===== src/core/ebap_consts.svh =====
// constants of the external bus address phase block
// What this block does
// - drive a 30-bit word address; lowest bits replaced by byte lane enables
// - on 16-bit ports the third byte lane enable carries address bit 1
// - drive address one clock after qualified grant, with bus_occupied and transfer_start_n
// - float address and attributes when releasing bus_occupied; a held grant keeps them driven one clock longer
// - write_read_n high for reads, low for writes
// - update attributes at address phase start, hold until next address phase
// - burst indicator marks bursts, stays asserted on decomposed single beats
// - on 32-bit ports the four enables select lanes 0-7 up to 24-31
// - on 16-bit ports enables 0 and 1 select lanes; bit 3 is 0 for words
// - transfer_start_n low for exactly one clock at cycle start
// - early address acknowledge lets the next address phase start during data
// - keep address and attributes driven while unacknowledged and bus_occupied held
// - internal chip-select acknowledge is ORed in and never shown on the pin
// - burst_block_n splits a burst into single transfers with incrementing address
// - sample burst_block_n with the acknowledge; honour only before first beat_done_ack
// - grant qualified only with bus_granted_in and bus_occupied released by others
// - address phase runs from transfer_start_n until ack, redo or fault
`ifndef EBAP_CONSTS_SVH
`define EBAP_CONSTS_SVH
`define EBAP_BURST_BEATS 4
`define EBAP_WORD_STEP 32'h0000_0004
`define EBAP_LANES_ALL 4'hf
`define EBAP_LANES_HI 4'hc
`define EBAP_LANES_LO 4'h3
`endif


===== src/core/ebap_pkg.sv =====
// types of the external bus address phase block
package ebap_pkg;
  typedef enum logic [1:0] {SZ_BYTE, SZ_HALF, SZ_WORD} ebap_size_t;
  typedef enum logic [1:0] {S_IDLE, S_WAIT, S_ADDR, S_OWN} ebap_state_t;
  typedef struct packed {
    logic [31:0] addr;
    logic write;
    logic burst;
    ebap_size_t size;
    logic port16;
    logic cs_ack_en;
  } ebap_req_t;
  typedef struct packed {
    logic [29:0] addr;
    logic write_read_n;
    logic burst;
    logic [3:0] byte_lane_enable;
  } ebap_attr_t;
  typedef struct packed {
    ebap_state_t state;
    ebap_req_t cur;
    ebap_attr_t attr;
    logic [3:0] beats;
    logic seen_ta;
    logic own;
    logic ts_n;
    logic bb_n;
    logic bb_oe_n;
    logic attr_oe_n;
    logic ready;
    logic done;
    logic err;
  } ebap_regs_t;
endpackage


===== src/core/ebap_top.sv =====
// address phase master of the external bus
`timescale 1ns/1ps
`include "ebap_consts.svh"
module ebap_top #(
  parameter int BURST_BEATS = `EBAP_BURST_BEATS
) (
  input wire logic clk_i,
  input wire logic reset_i,
  input wire logic req_valid_i,
  input wire ebap_pkg::ebap_req_t req_i,
  output logic req_ready_o,
  output logic done_o,
  output logic err_o,
  input wire logic dphase_busy_i,
  input wire logic cs_ack_i,
  input wire logic bus_granted_in_n_i,
  input wire logic bus_occupied_n_i,
  output logic bus_occupied_n_o,
  output logic bus_occupied_oe_n_o,
  output ebap_pkg::ebap_attr_t attr_o,
  output logic transfer_start_n_o,
  output logic attr_oe_n_o,
  input wire logic addr_phase_ack_n_i,
  input wire logic burst_block_n_i,
  input wire logic beat_done_ack_n_i,
  input wire logic addr_redo_n_i,
  input wire logic xfer_fault_ack_n_i
);
  import ebap_pkg::*;

  if (BURST_BEATS < 2 || BURST_BEATS > 16) begin : g_chk
    $error("BURST_BEATS must lie in 2..16");
  end

  localparam logic [3:0] LAST_BEAT = 4'(BURST_BEATS - 1);
  localparam ebap_regs_t RST = '{state: S_IDLE, cur: '0, attr: '0, beats: 4'h0,
    seen_ta: 1'b0, own: 1'b0, ts_n: 1'b1, bb_n: 1'b1, bb_oe_n: 1'b1,
    attr_oe_n: 1'b1, ready: 1'b1, done: 1'b0, err: 1'b0};

  ebap_regs_t r_q;
  ebap_regs_t r_d;
  logic take;
  logic qual;
  logic ack;
  logic split;

  function automatic logic [3:0] lanes(ebap_req_t r);
    logic [3:0] b;
    b = 4'h0;
    if (r.port16) begin
      b[0] = (r.size != SZ_BYTE) || !r.addr[0];
      b[1] = (r.size != SZ_BYTE) || r.addr[0];
      b[2] = r.addr[1];
      b[3] = (r.size != SZ_WORD);
    end else begin
      unique case (r.size)
        SZ_BYTE: b[r.addr[1:0]] = 1'b1;
        SZ_HALF: b = r.addr[1] ? `EBAP_LANES_HI : `EBAP_LANES_LO;
        SZ_WORD: b = `EBAP_LANES_ALL;
        default: b = `EBAP_LANES_ALL;
      endcase
    end
    return b;
  endfunction

  always_comb begin
    r_d = r_q;
    r_d.ts_n = 1'b1;
    r_d.done = 1'b0;
    r_d.err = 1'b0;
    take = req_valid_i && r_q.ready;
    qual = !bus_granted_in_n_i && (r_q.own || bus_occupied_n_i);
    ack = !addr_phase_ack_n_i || (cs_ack_i && r_q.cur.cs_ack_en);
    split = r_q.cur.burst && ((r_q.beats != 4'h0) ||
      (!burst_block_n_i && !r_q.seen_ta));
    unique case (r_q.state)
      S_IDLE: begin
        r_d.bb_oe_n = 1'b1;
        r_d.attr_oe_n = 1'b1;
        if (take) begin
          r_d.cur = req_i;
          r_d.beats = 4'h0;
          r_d.state = S_WAIT;
        end
      end
      S_WAIT: begin
        if (qual) begin
          r_d.state = S_ADDR;
          r_d.ts_n = 1'b0;
          r_d.bb_n = 1'b0;
          r_d.bb_oe_n = 1'b0;
          r_d.attr_oe_n = 1'b0;
          r_d.own = 1'b1;
          r_d.seen_ta = 1'b0;
          r_d.attr.addr = r_q.cur.addr[31:2];
          r_d.attr.write_read_n = !r_q.cur.write;
          r_d.attr.burst = r_q.cur.burst;
          r_d.attr.byte_lane_enable = lanes(r_q.cur);
        end
      end
      S_ADDR: begin
        if (!beat_done_ack_n_i) begin
          r_d.seen_ta = 1'b1;
        end
        // first cycle carries transfer start; acknowledges count from the next
        if (r_q.ts_n) begin
          if (!addr_redo_n_i) begin
            r_d.state = S_WAIT;
          end else if (!xfer_fault_ack_n_i) begin
            r_d.done = 1'b1;
            r_d.err = 1'b1;
            r_d.state = S_OWN;
          end else if (ack) begin
            if (split && r_q.beats != LAST_BEAT) begin
              r_d.beats = r_q.beats + 4'h1;
              r_d.cur.addr = r_q.cur.addr + `EBAP_WORD_STEP;
              r_d.state = S_WAIT;
            end else begin
              r_d.done = 1'b1;
              r_d.state = S_OWN;
            end
          end
        end
      end
      S_OWN: begin
        if (take) begin
          r_d.cur = req_i;
          r_d.beats = 4'h0;
          r_d.state = S_WAIT;
        end else if (!dphase_busy_i) begin
          r_d.state = S_IDLE;
          r_d.own = 1'b0;
          r_d.bb_n = 1'b1;
          r_d.attr_oe_n = bus_granted_in_n_i;
        end
      end
      default: r_d.state = S_IDLE;
    endcase
    r_d.ready = (r_d.state == S_IDLE) || (r_d.state == S_OWN);
  end

  always_ff @(posedge clk_i) begin
    if (reset_i) begin
      r_q <= RST;
    end else begin
      r_q <= r_d;
    end
  end

  assign req_ready_o = r_q.ready;
  assign done_o = r_q.done;
  assign err_o = r_q.err;
  assign bus_occupied_n_o = r_q.bb_n;
  assign bus_occupied_oe_n_o = r_q.bb_oe_n;
  assign attr_o = r_q.attr;
  assign transfer_start_n_o = r_q.ts_n;
  assign attr_oe_n_o = r_q.attr_oe_n;
endmodule


===== config.mk =====
export PLATFORM = sky130hd
export DESIGN_NAME = ebap_top
export DESIGN_NICKNAME = d
export VERILOG_FILES = /design/src/core/ebap_pkg.sv /design/src/core/ebap_top.sv
export VERILOG_INCLUDE_DIRS = /design/src /design/src/core
export SDC_FILE = /design/constraint.sdc
export NUM_CORES = 1
export LEC_CHECK = 0
export ABC_AREA = 0
export BUFFER_PORTS_ARGS = -buffer_cell sky130_fd_sc_hd__buf_4
export CAP_MARGIN = 5
export CELL_PAD_IN_SITES_DETAIL_PLACEMENT = 0
export CELL_PAD_IN_SITES_GLOBAL_PLACEMENT = 1
export CORE_MARGIN = 5
export CORE_UTILIZATION = 42
export DETAILED_ROUTE_END_ITERATION = 6
export PLACE_DENSITY = 0.94
export SYNTH_ARGS = -nofsm -noshare
export SYNTH_HDL_FRONTEND = slang
export SYNTH_SLANG_ARGS = --single-unit

===== constraint.sdc =====
create_clock -name clk_i -period 5.1 [get_ports clk_i]
set_input_delay 1.275 -clock clk_i [delete_from_list [all_inputs] [get_ports clk_i]]
set_output_delay 1.275 -clock clk_i [all_outputs]
set_load 0.02 [all_outputs]

==> reports/metrics.yaml <==
clock_network:
  cts_resized: 0
  cts_setup_buffers: 0
  cts.path.max_buffers: 2
  cts_sinks: 89
  postCtsHoldBufs: 0
  h-tree-depth: 3
  cts_root_buffer: "clkbuf_16"
  cts_made_buffers: 9
  cts_tree: "done"
  clkTransAtPathRegs_ns: 0.06
  clk_latency_ns: 0.34
logic_synthesis:
  synth.cell_area_sq_mm: 0.00476
  synth_common_cells: "93 x nand2_1, 89 x dfxtp_1, 64 x a21oi_1, 46 x nor2_1, 38 x buf_4"
  synth_top_family_by_area: "compound AO/OA/AOI/OAI gates"
  synth-edff-count: 0
  synth-simple-area-share: 0.204
  ys_seq_area_frac: 0.374
  synthArstFlopShare: 0
  yosysTopAreaCellShare: 0.374
  syn_nets: 661
  synth_area_leaders: "dfxtp_1 37%, nand2_1 7.3%, a21oi_1 6.7%, buf_4 6.0%, nor2_1 3.6%"
  synth_warnings: 0
  synth-xor-area-share: 0
  synth.mux.area_fraction: 0.0147
  ys_ff_latch: 89
  synthFlopType: "dfxtp_1"
  yosys.cell_types.count: 62
  synthAdderAreaFrac: 0.0184
  syn_avg_cell_area_sq_um: 7.89
  synthMostInstantiatedCell: "nand2_1"
  yosysTopAreaCell: "dfxtp_1"
  synth_compound_area_frac: 0.284
  syn_inst: 604
timing:
  tightest_slew_ns: 1.04
  period_share: 0.654
  setup_tns_ns: 0
  rsz0062_at_grt: "false"
  slew_headroom: 0.306
  worst_slack_ns: 1.76
  fin_crit_ns: 3.34
  setup_violations: 0
  slew_viol_final: 0
  finalClockSkew_ns: 0.00438
  max_freq_mhz: 300
  hold_viol_final: 0
floorplanning:
  ioPinCount: 93
  die_h_microns: 117
  num_rows: 38
  core_sq_mm: 0.0110
  die-area_sq_mm: 0.0136
  initial_core_util: 0.434
  die_x_microns: 117
grt:
  grtUsageTotal: 0.195
  grt_max_degree: 80
  grt_overflow: 0
  grt_antenna_before_repair: 0
  grt_pass1_wl_microns: 21200
  grt_pass1_vias: 4307
critical_path:
  crit_chain: "buf_4 -> nor3_1 -> o41ai_2 -> o21a_1 -> nor2_1 -> a32o_1"
  cp-end-kind: "register"
  crit_slowest_cell: "o21a_1"
  crit_fanout: 29
  critPathRequiredTime_ns: 5.33
  cp-start-kind: "input pin"
  arrival_ns: 3.57
  critPathMaxStageDelay_ns: 0.91
  worst-r2r-setup-slack_ns: 2.12
  timing_worst_setup_path_type: "in -> reg"
pwr:
  p_leak_nw: 2.06
  power-per-cell-area_mw_per_mm2: 314
  ir_worst_vdd_v: 0.000149
routing:
  wl_per_cell_microns: 17.0
  antenna_left: 0
  vias: 4657
  drt-pass1-iter-count: 6
  drt_iter0_drc: 326
  routed_wl_microns: 13300
  drc: 0
  vias_per_cell: 5.96
worst_hold_path:
  hold_path.class: "reg -> reg"
placed_design:
  routabilityCongestion: 0.851
  portBuffers: 92
  dp_slack_ns: 1.45
  place.detailed.hpwl_microns: 9020
final_layout:
  drive_above_1_share: 0.198
  num-fill-cells: 1089
  n_antenna_cell: 0
  layout-area-overhead-vs-synth_pct: 16.5
  fin_nets: 693
job:
  drv_cap: 0
run_status:
  status: "finished clean"
[cell usage in the layout, fill, tap and decap left out, types with 2 or more instances in the layout]
cell	synthesis	layout
o32ai_1	2	2
or4_4	2	2
a31oi_1	10	10
buf_4	38	101
nand3_1	14	14
clkbuf_16	0	9
and2_1	4	4
nand2_1	93	93
o2111a_1	2	2
and3_1	4	4
nand2b_1	3	3
mux2i_1	7	7
o31ai_1	16	16
a211oi_1	14	14
o21a_1	4	4
nor3_1	14	14
a32o_1	4	4
dfxtp_1	89	89
a21oi_1	64	64
o311ai_0	13	13
a311oi_1	2	2
nand4_1	11	11
o211a_1	2	2
o21ai_0	17	16
a22oi_1	9	9
a2111oi_0	3	3
a21boi_0	3	3
inv_1	14	14
clkinv_2	0	2
o21ai_2	0	2
nor4_1	10	10
o21ai_1	3	2
nor2_1	46	45
o31a_1	2	2
clkbuf_1	37	3
a221oi_1	4	4
a32oi_1	5	5
and4_1	3	3
or4_1	2	2
ha_1	7	7
[final timing paths]
check	from	end	cells after the start
hold / removal	r_q[54]	attr_o[5]	1
setup / recovery	burst_block_n_i	r_q[85]	6
hold reg to reg	r_q[54]	attr_o[5]	1
setup reg to reg	r_q[9]	r_q[85]	6
[per-stage QoR]
| step | std cells | power (mW) | util | instance area [sq um] | hold WS [ns] |
|---|---|---|---|---|---|
| 2_1_floorplan | 604 | 0.989 | - | 4760 | 0.413 |
| 3_3_place_gp | 765 | 1.09 | 0.479 | 5260 | 0.419 |
| 3_5_place_dp | 765 | 1.10 | 0.479 | 5260 | 0.437 |
| 4_1_cts | 781 | 1.75 | 0.506 | 5550 | 0.448 |
| 5_1_grt | 781 | 1.82 | 0.506 | 5550 | 0.472 |
| 6_report | 781 | 1.74 | 0.506 | 5550 | 0.451 |
[routing by layer]
| metal | vias up | part of all wire | GRT usage |
|---|---|---|---|
| li1 | 2253 | - | - |
| met5 | - | 0 | 0 |
| met3 | 17 | 0.074 | 0.0358 |
| met4 | 0 | 0.017 | 0.0742 |
| met1 | 2197 | 0.43 | 0.260 |
| met2 | 190 | 0.47 | 0.313 |
[flip-flops by register name (all words and copies together) (netlist names)]
name	count
attr_o	36
attr_oe_n_o	1
bus_occupied_n_o	1
bus_occupied_oe_n_o	1
done_o	1
err_o	1
r_q	46
req_ready_o	1
transfer_start_n_o	1
[critical path: cells and delay by family]
kind                   cells  cell delay (ns)
AND/OR/NAND/NOR            2             0.41
buffers and inverters      1             0.08
AO/OA/AOI/OAI              3             1.79
[power by group]
part	switching (mW)	internal (mW)
clock	0.265	0.392
combinational	0.183	0.119
sequential	0.0497	0.734
total	0.498	1.25
[layout make-up]
cell class	count	area, sq um	area share
multi-input cells	421	2490	0.449
clock inverters	3	40.0	0.00721
flip-flops and latches	89	1780	0.321
clock buffers	13	250	0.0451
repair buffers	101	758	0.137
inverters	14	52.6	0.00946
well taps	140	175	0.0315
[logic make-up after synthesis]
group / Yosys count
compound gates: 195
flops: 89
buf+inv: 94
fa+ha+maj: 7
mux: 7
simple gates: 212
Note: power is estimated with default switching activity, not from simulation.
